`src/hdl/pcfg_pkg.sv`:
```
package pcfg_pkg;

    // Register word indices; the APB byte address is four times the index
    localparam logic [7:0] PCFG_CTRL_IDX      = 8'h42;
    localparam logic [7:0] PCFG_CLKPIN_IDX    = 8'h44;
    localparam logic [7:0] PCFG_LBALARM_IDX   = 8'h46;
    localparam logic [7:0] PCFG_TXPOL_IDX     = 8'h4a;
    localparam logic [9:0] PCFG_CTRL_ADDR     = {PCFG_CTRL_IDX, 2'b00};
    localparam logic [9:0] PCFG_CLKPIN_ADDR   = {PCFG_CLKPIN_IDX, 2'b00};
    localparam logic [9:0] PCFG_LBALARM_ADDR  = {PCFG_LBALARM_IDX, 2'b00};
    localparam logic [9:0] PCFG_TXPOL_ADDR    = {PCFG_TXPOL_IDX, 2'b00};

    // Writable bit masks
    localparam logic [15:0] PCFG_CTRL_MASK    = 16'h00ff;
    localparam logic [15:0] PCFG_CLKPIN_MASK  = 16'h3fff;
    localparam logic [15:0] PCFG_LBALARM_MASK = 16'h8fff;
    localparam logic [15:0] PCFG_TXPOL_MASK   = 16'hdc3f;

    // Reset values
    localparam logic [15:0] PCFG_CTRL_RST     = 16'h0000;
    localparam logic [15:0] PCFG_CLKPIN_RST   = 16'h0000;
    localparam logic [15:0] PCFG_LBALARM_RST  = 16'h0000;
    localparam logic [15:0] PCFG_TXPOL_RST    = 16'h0000;

    // Field positions
    localparam int PCFG_DELIN_BIT  = 7;
    localparam int PCFG_CELLP_BIT  = 6;
    localparam int PCFG_LOOP_TIMING_EN_BIT  = 4;
    localparam int PCFG_RATE_ADAPTER_CLK_OFF_BIT  = 3;
    localparam int PCFG_SLB_BIT    = 11;

    // Clock-pin control word
    typedef struct packed {
        logic [1:0] unused;
        logic       rx_clk_out_sel;
        logic       rx_frame_start_out_sel;
        logic       rx_line_frac_pins_en;
        logic       tx_clk_out_sel;
        logic       tx_frame_start_out_sel;
        logic       tx_line_frac_pins_en;
        logic [1:0] local_8k_ref_sel;
        logic       plcp_8k_ref_src;
        logic       loop_timing_en;
        logic       rate_adapter_clk_off;
        logic       rx_framer_io_timing_sel;
        logic       tx_framer_io_timing_sel;
        logic       tx_line_io_timing_sel;
    } pcfg_clkpin_type;

    // Loopback and alarm output word
    typedef struct packed {
        logic       spare_cfg_bit;
        logic [2:0] unused;
        logic       sysbus_loopback_en;
        logic [2:0] loopback_select;
        logic [3:0] gp_pin_b_alarm_sel;
        logic [3:0] gp_pin_a_alarm_sel;
    } pcfg_lbalarm_type;

    // Transmit polarity word
    typedef struct packed {
        logic       inv_tx_payload_en_out;
        logic       inv_tx_payload_data;
        logic       unused13;
        logic       inv_tx_frame_start_out;
        logic       inv_tx_overhead_en_in;
        logic       inv_tx_overhead_serial;
        logic [3:0] unused9_6;
        logic       inv_tx_frame_start_in;
        logic       inv_tx_neg_line;
        logic       inv_tx_pos_line;
        logic       inv_tx_line_clk;
        logic       inv_tx_clk_out;
        logic       inv_tx_clk_in;
    } pcfg_txpol_type;

    // Derived processing choices
    typedef struct packed {
        logic       delin_in_plcp;
        logic       cell_processing;
        logic       tx_from_loop_clk;
        logic       tx_clk_pin_used;
        logic       rate_adapter_used;
        logic [5:0] framing_select;
    } pcfg_proc_type;

endpackage : pcfg_pkg

```
`src/hdl/pcfg_bank.sv`:
```
// Notes on behaviour
// - Delineator-off bit 0 delineates in cell processor, 1 in PLCP framer.
// - In SPI-3 mode without PLCP, bit 6 picks packet (0) or cell (1).
// - PLCP enabled in SPI-3 mode always forces cell processing.
// - Six-bit framing select in control bits 5 to 0.
// - Bit 13 picks receive gapped/low clock (0) or receive clock out (1).
// - Bit 12 picks receive data enable (0) or frame start out (1).
// - Bit 11 enables receive line and fractional pins.
// - Bit 10 picks transmit gapped/low clock (0) or clock out (1).
// - Bit 9 picks transmit data enable (0) or frame start out (1).
// - Bit 8 enables transmit line and fractional pins.
// - Bits 7:6 pick local 8 kHz source; usable as global reference.
// - Bit 5: 1 uses port 8 kHz source for PLCP, 0 global.
// - Loop timing clocks transmit from receive or adapter clock, ignores clock pin.
// - Rate adapter clock bit inverted: 0 uses adapter clocks, 1 does not.
// - Three timing selects: 0 output clocks, 1 input clocks.
// - Spare bit is read/write storage with no effect.
// - System bus loopback bit loops transmit bus to receive bus.
// - Three-bit loopback select picks terminal, line, payload or diagnostic.
// - Four-bit pin B alarm select, gated by global enable.
// - Four-bit pin A alarm select, gated by global enable.
// - Each transmit invert bit inverts its pin polarity.
// - Transmit invert bits 13 and 9:6 unused.
`timescale 1ns/1ps
`default_nettype none
module pcfg_bank
(
    // Clock and reset
    input  wire logic                      pclk,
    input  wire logic                      presetn,
    // APB slave
    input  wire logic                      psel,
    input  wire logic                      penable,
    input  wire logic                      pwrite,
    input  wire logic [9:0]                paddr,
    input  wire logic [31:0]               pwdata,
    output logic                           pready,
    output logic                           pslverr,
    output logic [31:0]                    prdata,
    // Mode context
    input  wire logic                      sysbus_spi3_mode,
    input  wire logic                      plcp_enabled,
    input  wire logic                      gp_pin_a_global_en,
    input  wire logic                      gp_pin_b_global_en,
    // Configuration outputs
    output pcfg_pkg::pcfg_clkpin_type      clkpin_cfg,
    output pcfg_pkg::pcfg_lbalarm_type     lbalarm_cfg,
    output pcfg_pkg::pcfg_txpol_type       txpol_cfg,
    output pcfg_pkg::pcfg_proc_type        proc_cfg,
    output logic                           gp_pin_a_drive_en,
    output logic                           gp_pin_b_drive_en
);
    import pcfg_pkg::*;

    logic [15:0]   ctrl;
    logic [15:0]   clkpin;
    logic [15:0]   lbalarm;
    logic [15:0]   txpol;
    pcfg_proc_type next_proc;

    // Word address match, shared by every register decode
    function automatic logic addr_is(input logic [9:0] a, input logic [9:0] target);
        addr_is = (a == target);
    endfunction : addr_is

    // Address decode
    wire access      = psel && penable;
    wire wr_en       = access && pwrite;
    wire hit_ctrl    = addr_is(paddr, PCFG_CTRL_ADDR);
    wire hit_clkpin  = addr_is(paddr, PCFG_CLKPIN_ADDR);
    wire hit_lbalarm = addr_is(paddr, PCFG_LBALARM_ADDR);
    wire hit_txpol   = addr_is(paddr, PCFG_TXPOL_ADDR);
    wire hit_any     = hit_ctrl || hit_clkpin || hit_lbalarm || hit_txpol;

    // Masked write data per register
    wire [15:0] wdat_ctrl    = pwdata[15:0] & PCFG_CTRL_MASK;
    wire [15:0] wdat_clkpin  = pwdata[15:0] & PCFG_CLKPIN_MASK;
    wire [15:0] wdat_lbalarm = pwdata[15:0] & PCFG_LBALARM_MASK;
    wire [15:0] wdat_txpol   = pwdata[15:0] & PCFG_TXPOL_MASK;

    // Read mux
    wire [15:0] rd_word = hit_ctrl    ? ctrl    :
                          hit_clkpin  ? clkpin  :
                          hit_lbalarm ? lbalarm :
                          hit_txpol   ? txpol   : 16'h0000;

    // Derived processing decisions
    wire delin_plcp  = ctrl[PCFG_DELIN_BIT];
    wire cell_sel    = ctrl[PCFG_CELLP_BIT];
    wire cell_proc   = !sysbus_spi3_mode ? 1'b1 :
                       plcp_enabled ? 1'b1 : cell_sel;
    wire loop_tx     = clkpin[PCFG_LOOP_TIMING_EN_BIT];
    wire adapter_use = !clkpin[PCFG_RATE_ADAPTER_CLK_OFF_BIT];

    always_comb
    begin
        next_proc.delin_in_plcp     = delin_plcp;
        next_proc.cell_processing   = cell_proc;
        next_proc.tx_from_loop_clk  = loop_tx;
        next_proc.tx_clk_pin_used   = !loop_tx;
        next_proc.rate_adapter_used = adapter_use;
        next_proc.framing_select    = ctrl[5:0];
    end

    // Register writes
    always_ff @(posedge pclk or negedge presetn)
    begin
        if (!presetn)
        begin
            ctrl    <= PCFG_CTRL_RST;
            clkpin  <= PCFG_CLKPIN_RST;
            lbalarm <= PCFG_LBALARM_RST;
            txpol   <= PCFG_TXPOL_RST;
        end
        else if (wr_en)
        begin
            if (hit_ctrl)
                ctrl <= wdat_ctrl;
            if (hit_clkpin)
                clkpin <= wdat_clkpin;
            if (hit_lbalarm)
                lbalarm <= wdat_lbalarm;
            if (hit_txpol)
                txpol <= wdat_txpol;
        end
    end

    // Registered outputs and APB answer
    always_ff @(posedge pclk or negedge presetn)
    begin
        if (!presetn)
        begin
            pready            <= 1'b0;
            pslverr           <= 1'b0;
            prdata            <= 32'h0000_0000;
            clkpin_cfg        <= PCFG_CLKPIN_RST;
            lbalarm_cfg       <= PCFG_LBALARM_RST;
            txpol_cfg         <= PCFG_TXPOL_RST;
            proc_cfg          <= '0;
            gp_pin_a_drive_en <= 1'b0;
            gp_pin_b_drive_en <= 1'b0;
        end
        else
        begin
            pready            <= psel && !penable;
            pslverr           <= psel && !penable && !hit_any;
            prdata            <= {16'h0000, rd_word};
            clkpin_cfg        <= clkpin;
            lbalarm_cfg       <= lbalarm;
            txpol_cfg         <= txpol;
            proc_cfg          <= next_proc;
            gp_pin_a_drive_en <= gp_pin_a_global_en;
            gp_pin_b_drive_en <= gp_pin_b_global_en;
        end
    end
endmodule : pcfg_bank
`default_nettype wire

```
`config.mk`:
```
export PLATFORM = sky130hd
export DESIGN_NAME = pcfg_bank
export DESIGN_NICKNAME = d
export VERILOG_FILES = /design/src/hdl/pcfg_pkg.sv /design/src/hdl/pcfg_bank.sv
export SDC_FILE = /design/constraint.sdc
export NUM_CORES = 1
export LEC_CHECK = 0
export ABC_AREA = 1
export BUFFER_PORTS_ARGS = -buffer_cell sky130_fd_sc_hd__buf_2
export CAP_MARGIN = 20
export CORE_MARGIN = 4
export CORE_UTILIZATION = 48
export DETAILED_ROUTE_END_ITERATION = 16
export PLACE_DENSITY_LB_ADDON = 0.08
export RECOVER_POWER = 50
export SYNTH_ARGS = -nofsm -noshare
export SYNTH_HDL_FRONTEND = slang
export SYNTH_SLANG_ARGS = --single-unit
```
`constraint.sdc`:
```
create_clock -name pclk -period 0.9 [get_ports pclk]
set_input_delay 0.045 -clock pclk [delete_from_list [all_inputs] [get_ports pclk]]
set_output_delay 0.045 -clock pclk [all_outputs]
set_load 0.01 [all_outputs]
```
==> impl_metrics.yaml, run 1 <==
finish:
  diodes: 0
  nNetsFinal: 580
  areaGrowthSynthToFinish_pct: 38.0
  instances_no_fill: 650
  drive_gt1_share_pct: 48.7
floorplan:
  io_pins: 146
  die_h_um: 104
  start_util_pct: 49.7
  die_area_mm2: 0.0107
  core_mm2: 0.00881
  die_w_um: 104
  rows: 34
worst_setup_path:
  path_cells: "buf_2"
  path_max_fanout: 1
  max_stage_delay_ps: 390
  r2r_cells: 4
  required_ps: 850
  worstPathBufferInverterCount: 1
  crit_path_end_kind: "output port"
  path_class: "reg -> out"
  cp_top_family: "flip-flops"
  worst_r2r_endpoint: "prdata[0]"
  r2r-start: "lbalarm[0]"
  crit_slowest_cell: "dfrtp_1"
  arrival_ps: 1050
  r2r_slack_ps: 10
  setup.worst_path.start_class: "flop"
grt:
  global_route.usage.total_pct: 19.0
  grt_pass1_wl_mm: 15.9
  grt_max_degree: 38
  antenna_found_initial: 0
  grt_pass1_vias: 3046
  grt_overflow: 0
pwr:
  p_leak_nw: 3.35
  power_switching_w: 0.00285
  p_sw_share_pct: 23.3
  internal_power_w: 0.00937
  totalPowerFinal_w: 0.0122
  pwr-share-seq_pct: 42.3
  comb_power_share_pct: 4.3
  power_density_mw_per_mm2: 2020
  clkPwrFrac_pct: 53.4
  peakVddDrop_uv: 1300
route:
  route.detailed.drc: 0
  vias: 3036
  wl_per_cell_um: 14.6
  ant_nets: 0
  drt_iter0_drc: 79
  viasPerCell: 4.67
  drt_first_pass_iters: 4
  wirelength_mm: 9.49
sta:
  maxSlewHeadroom_pct: 55.2
  worstMarginPinSlew_ps: 672
  fmax_ghz: 0.917
  fin_skew_ps: 6.04
  hold_violations: 0
  worst_slack_ps: -190
  finalMaxSlewViolations: 0
  setup_viol: 69
  post-route-period-util_pct: 121
  rsz0062_at_grt: "true"
  fin_crit_ps: 1090
placement:
  port_buffers: 103
  hpwl_mm: 6.45
  place_inst: 594
  gp_congestion: 0.836
clocking:
  clkSinkCount: 114
  clockBufferDepth: 2
  root_buffer: "clkbuf_8"
  cts_buffers: 17
  h-tree-depth: 4
  clock_latency_ps: 510
  clkTransAtPathRegs_ps: 60
  cts_tree: "yes"
logic_synthesis:
  synth_area_mm2: 0.00438
  synth_seq_area_share_pct: 65.1
  yosys_register_bits: 114
  synth_warnings: 0
  synth.distinct_cells: 25
  syn_inst: 362
  avgSynthCellArea_um2: 12.1
outcome:
  violations: "negative setup slack"
  outcome: "complete, but fails checks"
worst_hold_path:
  whs_endpoint: "prdata[0]"
  hold_class: "in -> reg"
  hp-start: "paddr[5]"
  hold_depth: 6
run:
  cap_violations: 0
==> logic make-up after synthesis <==
| logic type | count (synthesis) | synth area share (%) |
|---|---|---|
| buffers and inverters | 67 | 9.77 |
| AO/OA/AOI/OAI | 57 | 10.9 |
| AND/OR/NAND/NOR | 123 | 14.1 |
| other | 1 | 0.0856 |
| flip-flops | 114 | 65.1 |
==> area by class of cell <==
type	instances	area (um2)
multi-input cells	206	1290
fillers	645	2760
clock buffers	17	414
repair buffers	159	1050
clock inverters	15	171
well taps	108	135
inverters	31	139
flip-flops and latches	114	2850
==> cell usage after synthesis <==
| library cell | instances | share of area (%) |
|---|---|---|
| dfrtp_1 | 114 | 65 |
| nand2_1 | 68 | 5.8 |
| o21ai_2 | 44 | 8.8 |
| buf_4 | 28 | 4.8 |
| inv_1 | 25 | 2.1 |
| nand3_1 | 15 | 1.7 |
| nand2_2 | 12 | 1.7 |
| buf_6 | 8 | 2.1 |
| nor2_1 | 8 | 0.69 |
| nand2_4 | 7 | 1.8 |
| nand4_1 | 5 | 0.71 |
| a22o_1 | 4 | 0.80 |
| a21oi_1 | 3 | 0.34 |
| inv_2 | 3 | 0.26 |
| nor2_2 | 3 | 0.43 |
| o2111ai_1 | 3 | 0.60 |
| o21ai_0 | 3 | 0.34 |
| clkinv_4 | 2 | 0.40 |
| and3_1 | 1 | 0.14 |
| clkinv_2 | 1 | 0.11 |
| conb_1 | 1 | 0.086 |
| nand3b_1 | 1 | 0.17 |
| nor2_4 | 1 | 0.26 |
| nor2_8 | 1 | 0.46 |
| nor3_2 | 1 | 0.23 |
==> cell usage in the layout (no fill, tap or decap), types with 2 or more instances in the layout <==
| cell type | instances |
|---|---|
| clkinvlp_4 | 3 |
| clkbuf_1 | 2 |
| o2111ai_1 | 2 |
| conb_1 | 26 |
| inv_2 | 4 |
| buf_4 | 26 |
| nand2_2 | 28 |
| dfrtp_1 | 114 |
| buf_2 | 99 |
| a22o_1 | 4 |
| o21ai_0 | 2 |
| buf_12 | 3 |
| o21ai_2 | 44 |
| nor2_4 | 4 |
| a21oi_1 | 2 |
| bufinv_16 | 2 |
| inv_1 | 23 |
| clkbuf_4 | 2 |
| inv_6 | 5 |
| clkinv_4 | 5 |
| nand2_1 | 50 |
| nor2_1 | 6 |
| nor2_2 | 2 |
| nand2_4 | 8 |
| nand4_1 | 5 |
| buf_6 | 3 |
| dlygate4sd3_1 | 24 |
| nand3_1 | 15 |
| clkbuf_16 | 16 |
| inv_8 | 3 |
==> power groups by stage <==
| stage | clock, W | sequential [W] | combinational (W) |
|---|---|---|---|
| final | 0.00652 | 0.00517 | 0.000529 |
| after global routing | 0.00686 | 0.00517 | 0.000597 |
| after CTS | 0.00662 | 0.00517 | 0.000563 |
| after detailed placement | 0 | 0.00526 | 0.000480 |
| after global placement | 0 | 0.00526 | 0.000473 |
| after floorplan | 0 | 0.00527 | 0.000259 |
==> repair_timing <==
action / in CTS / in global routing
pin swaps: 0 / 2
buffers inserted: 0 / 0
resized for setup: 1 / 6
endpoints found under the setup margin: 70 / 79
endpoints found under the hold margin: 165 / 8
gates cloned: 0 / 0
hold buffers: 24 / 1
==> state kept, by name, indices dropped and copies added, names as in the netlist, 8 cells and up <==
register and flops:
ctrl 8, lbalarm 13, lbalarm_cfg 13, txpol_cfg 11, txpol 11, clkpin 14, prdata 16, clkpin_cfg 13
proc_cfg 11
==> per-stage QoR <==
stage	hold WS [ps]	area [um2]	setup slack, ps	TNS, ps	util, %
after floorplan	-251	4590	-172	-5100	-
after global placement	-96.6	5240	-326	-16230	59.5
after detailed placement	-97.2	5240	-368	-17490	59.5
after CTS	26.2	6070	-208	-11830	68.9
after global routing	51.2	6050	-232	-15240	68.7
final	40.4	6050	-190	-10140	68.7
==> routing by layer <==
| layer | routed length (um) | vias up | share of wire, % | track usage (%) |
|---|---|---|---|---|
| met5 | 0 | - | 0 | 0 |
| met4 | 206 | 0 | 2.2 | 8.55 |
| met3 | 474 | 19 | 5.0 | 4.54 |
| met2 | 4710 | 106 | 50 | 30.8 |
| met1 | 4090 | 1457 | 43 | 24.4 |
| li1 | - | 1454 | - | - |
==> how the worst max path moves through the flow <==
stage,from,end,slack [ps],cells past startpoint
after detailed placement,paddr[2],txpol[15],-370,8
after global routing,proc_cfg[5],proc_cfg[5],-230,1
after CTS,txpol_cfg[3],txpol_cfg[3],-210,1
after global placement,paddr[2],txpol[15],-330,8
after floorplan,paddr[2],lbalarm[5],-170,8
final,txpol_cfg[4],txpol_cfg[4],-190,1
Power figures use the tool's default switching activity.
==> run 2: changes to the inputs <==
Settings changed: RECOVER_POWER 50 to 25.
==> run 2 against run 1 <==
Against the previous run: the flow still finishes with violations (negative setup slack); critical path type unchanged; flip-flop and latch count unchanged; cell area hardly changed; fmax hardly changed; wire length barely moved; highest routed layer unchanged; cell count unchanged; clock-buffer cell count unchanged; register-to-register slack is essentially flat; clock power about the same; global-route usage stayed put; sequential power about the same.
==> impl_metrics.yaml, run 2 (same netlist as run 1, synthesis figures left out) <==
worst_setup_path:
  cp-startpoint: "txpol_cfg[4]"
  max_stage_delay_ps: 390
  worstPathBufferInverterCount: 1
  r2r-start: "lbalarm[0]"
  crit_path_end_kind: "output port"
  setup.worst_path.start_class: "flop"
  cp.depth: 1
  arrival_ps: 1050
  path_cells: "buf_2"
  path_max_fanout: 1
  required_ps: 850
  crit_slowest_cell: "dfrtp_1"
  cp_top_family: "flip-flops"
  r2r_cells: 4
  r2r_slack_ps: 10
  worst_r2r_endpoint: "prdata[0]"
  critPathCapture: "txpol_cfg[4]"
  path_class: "reg -> out"
grt:
  grt_max_degree: 38
  global_route.usage.total_pct: 19.0
  antenna_found_initial: 0
  grt_overflow: 0
  grt_pass1_wl_mm: 15.9
  grt_pass1_vias: 3046
route:
  viasPerCell: 4.66
  drt_iter0_drc: 79
  route.detailed.drc: 0
  wl_per_cell_um: 14.6
  ant_nets: 0
  vias: 3031
  wirelength_mm: 9.48
  drt_first_pass_iters: 4
outcome:
  violations: "negative setup slack"
  outcome: "complete, but fails checks"
floorplan:
  start_util_pct: 49.7
  die_h_um: 104
  die_area_mm2: 0.0107
  die_w_um: 104
  rows: 34
  io_pins: 146
  core_mm2: 0.00881
clocking:
  root_buffer: "clkbuf_8"
  clkSinkCount: 114
  h-tree-depth: 4
  cts_buffers: 17
  clock_latency_ps: 510
  clkTransAtPathRegs_ps: 60
  cts_tree: "yes"
  clockBufferDepth: 2
finish:
  areaGrowthSynthToFinish_pct: 38.1
  fill_cells: 645
  largest_reg_flops: 16
  nNetsFinal: 580
  max_flop_register: "prdata"
  diodes: 0
  layout_common_cells: "dfrtp_1 (114), buf_2 (100), nand2_1 (50), o21ai_2 (44), nand2_2 (28)"
  top_regs: "prdata (16), clkpin (14)"
  final_common_cell: "dfrtp_1"
  drive_gt1_share_pct: 48.9
sta:
  fin_crit_ps: 1090
  post-route-period-util_pct: 121
  hold_violations: 0
  worstMarginPinSlew_ps: 672
  setup_tns_ps: -10140
  setup_viol: 69
  fmax_ghz: 0.917
  worst_slack_ps: -190
  maxSlewHeadroom_pct: 55.2
  fin_skew_ps: 6.04
  finalMaxSlewViolations: 0
  rsz0062_at_grt: "true"
run:
  cap_violations: 0
placement:
  gp_congestion: 0.836
  port_buffers: 103
  hpwl_mm: 6.45
pwr:
  peakVddDrop_uv: 1300
  totalPowerFinal_w: 0.0122
  power_density_mw_per_mm2: 2020
  p_leak_nw: 3.35
worst_hold_path:
  hold_class: "in -> reg"
## run 2: cell count changes in the layout (fill, tap and decap cells not counted)
cell,delta
clkbuf_1,-1
buf_2,+1
## run 2: repair_timing
action,4_1_cts,5_1_grt
hold endpoints to repair,165,8
gates resized for setup,1,6
pin swaps,0,2
hold buffers,24,1
setup endpoints to repair,70,79
setup buffers,0,0
## run 2: metrics by stage
stage	instance area, um2	instances	utilization (%)	hold WS (ps)	setup WS, ps
2_1_floorplan	4590	387	-	-251	-172
3_3_place_gp	5240	594	59.5	-96.6	-326
3_5_place_dp	5240	594	59.5	-97.2	-368
4_1_cts	6070	650	68.9	26.2	-208
5_1_grt	6050	650	68.7	51.2	-232
6_report	6050	650	68.7	40.4	-190
## run 2: report_power, final
group,internal (W),leakage (nW),switching (W)
Clock,0.00401,0.280,0.00251
Sequential,0.00516,1.57,0.0000127
Combinational,0.000198,1.50,0.000332
Total,0.00937,3.35,0.00285
## run 2: cell type report
type	instances	area [um2]	share of cell area [%]
sequential	114	2850	47.2
multi-input combinational	206	1290	21.3
timing repair buffer	159	1050	17.3
clock buffer	17	414	6.85
clock inverter	15	171	2.83
inverter	31	139	2.30
tap	108	135	2.23
## run 2: layer usage
metal	vias up	track usage, %	share of wire, %
li1	1453	-	-
met1	1455	24.4	43
met2	104	30.8	50
met3	19	4.54	5.0
met4	0	8.55	2.2
met5	-	0	0
## run 2: worst min path at each step
| stage | start | to | slack (ps) | depth (start not counted) |
|---|---|---|---|---|
| after detailed placement | presetn | prdata[14] | -100 | 1 |
| after global routing | paddr[5] | prdata[0] | 50 | 6 |
| after global placement | presetn | prdata[14] | -100 | 1 |
| final | paddr[5] | prdata[0] | 40 | 6 |
| after CTS | paddr[5] | prdata[0] | 30 | 6 |
| after floorplan | presetn | clkpin[0] | -250 | 0 |
==> run 3: changes to the inputs <==
Settings changed: CORE_UTILIZATION 48 to 50.
==> run 3 against run 2 <==
Against the previous run: the flow still finishes with violations (negative setup slack); utilization up 5.3 points; clock-buffer cell count stayed put; worst setup slack gained 3.7 ps; critical path type unchanged; largest cell class unchanged.
==> impl_metrics.yaml, run 3 (same netlist as run 1, synthesis figures left out) <==
outcome:
  outcome: "complete, but fails checks"
  violations: "negative setup slack"
finish:
  drive_gt1_share_pct: 50.5
  fin_area_mm2: 0.00620
  diodes: 0
  top_regs: "prdata (16), clkpin (14)"
  max_flop_register: "prdata"
  areaGrowthSynthToFinish_pct: 41.5
  final_common_cell: "dfrtp_1"
  fin_util_pct: 73.9
  largest_reg_flops: 16
  nNetsFinal: 593
  fill_cells: 573
  layout_common_cells: "dfrtp_1 (114), buf_2 (95), nand2_1 (50), o21ai_2 (44), buf_4 (41)"
sta:
  finalMaxSlewViolations: 0
  fin_crit_ps: 1090
  setup_viol: 69
  maxSlewHeadroom_pct: 53.2
  fmax_ghz: 0.920
  rsz0062_at_grt: "true"
  setup_tns_ps: -9720
  post-route-period-util_pct: 121
  fin_skew_ps: 5.96
  hold_violations: 0
  worstMarginPinSlew_ps: 701
  worst_slack_ps: -186
clocking:
  root_buffer: "clkbuf_8"
  clkTransAtPathRegs_ps: 50
  cts_tree: "yes"
  h-tree-depth: 4
  cts_buffers: 17
  clock_latency_ps: 510
  clockBufferDepth: 2
  clkSinkCount: 114
grt:
  grt_overflow: 0
  global_route.usage.total_pct: 20.7
  grt_pass1_vias: 3200
  grt_max_degree: 31
  antenna_found_initial: 0
  grt_pass1_wl_mm: 16.0
worst_setup_path:
  path_cells: "buf_2"
  path_max_fanout: 1
  required_ps: 850
  setup.worst_path.start_class: "flop"
  arrival_ps: 1040
  path_class: "reg -> out"
  cp_top_family: "flip-flops"
  crit_path_end_kind: "output port"
  crit_slowest_cell: "dfrtp_1"
  r2r-start: "lbalarm[0]"
  r2r_slack_ps: 10
  worstPathBufferInverterCount: 1
  cp-startpoint: "clkpin_cfg[5]"
  max_stage_delay_ps: 390
floorplan:
  die_h_um: 102
  die_area_mm2: 0.0103
  core_mm2: 0.00838
  die_w_um: 102
  io_pins: 146
  rows: 33
  start_util_pct: 52.3
pwr:
  totalPowerFinal_w: 0.0124
  power_switching_w: 0.00276
  internal_power_w: 0.00961
  pwr-share-seq_pct: 41.8
  peakVddDrop_uv: 1410
  p_sw_share_pct: 22.3
  comb_power_share_pct: 4.5
  power_density_mw_per_mm2: 2000
  p_leak_nw: 3.43
  clkPwrFrac_pct: 53.7
route:
  viasPerCell: 4.70
  ant_nets: 0
  wl_per_cell_um: 15.1
  vias: 3103
  drt_iter0_drc: 111
  wirelength_mm: 9.96
  route.detailed.drc: 0
  drt_first_pass_iters: 4
run:
  cap_violations: 0
placement:
  port_buffers: 103
  gp_congestion: 0.830
  post_dp_cell_area_mm2: 0.00530
  hpwl_mm: 6.74
worst_hold_path:
  hold_class: "in -> reg"
  hp-start: "paddr[0]"
==> run 3: final timing paths <==
kind / to / cells past startpoint
worst max-delay path: clkpin_cfg[5] / 1
worst min-delay path: prdata[11] / 5
worst max register to register: lbalarm[0] / 4
worst min register to register: proc_cfg[0] / 0
max in group asynchronous: txpol[14] / 3
min in group asynchronous: pslverr / 2
==> run 3: metrics by stage <==
stage | setup slack, ps | hold slack, ps | cells
final | -186 | 41.2 | 660
after global routing | -219 | 26.7 | 660
after CTS | -209 | -2.30 | 656
after detailed placement | -312 | -17.4 | 601
after global placement | -287 | -20.4 | 601
after floorplan | -172 | -251 | 387
==> run 3: area by class of cell <==
class | instances | area (um2) | area share, %
clock buffers | 17 | 414 | 6.68
clock inverters | 15 | 180 | 2.91
inverters | 31 | 139 | 2.24
multi-input cells | 206 | 1290 | 20.8
flip-flops and latches | 114 | 2850 | 46.0
well taps | 105 | 131 | 2.12
repair buffers | 172 | 1190 | 19.2
==> run 3: what timing repair did <==
action,in CTS,in global routing
resized for setup,3,8
setup endpoints to repair,70,71
hold endpoints to repair,165,0
hold buffers,23,0
pin swaps,1,2
setup buffers,0,4
==> run 3: metal layers <==
metal,vias up,GRT usage (%),share of wire [%]
met1,1487,26.3,41
met2,117,34.9,51
met5,-,0,0
li1,1486,-,-
met3,13,5.23,6.1
met4,0,6.85,1.1
==> run 3: power by group through the flow <==
stage | registers (W) | logic (W) | clock network [W]
global placement | 0.00526 | 0.000478 | 0
finish | 0.00517 | 0.000554 | 0.00665
global route | 0.00517 | 0.000619 | 0.00703
CTS | 0.00517 | 0.000562 | 0.00674
floorplan | 0.00527 | 0.000259 | 0
detailed placement | 0.00526 | 0.000484 | 0
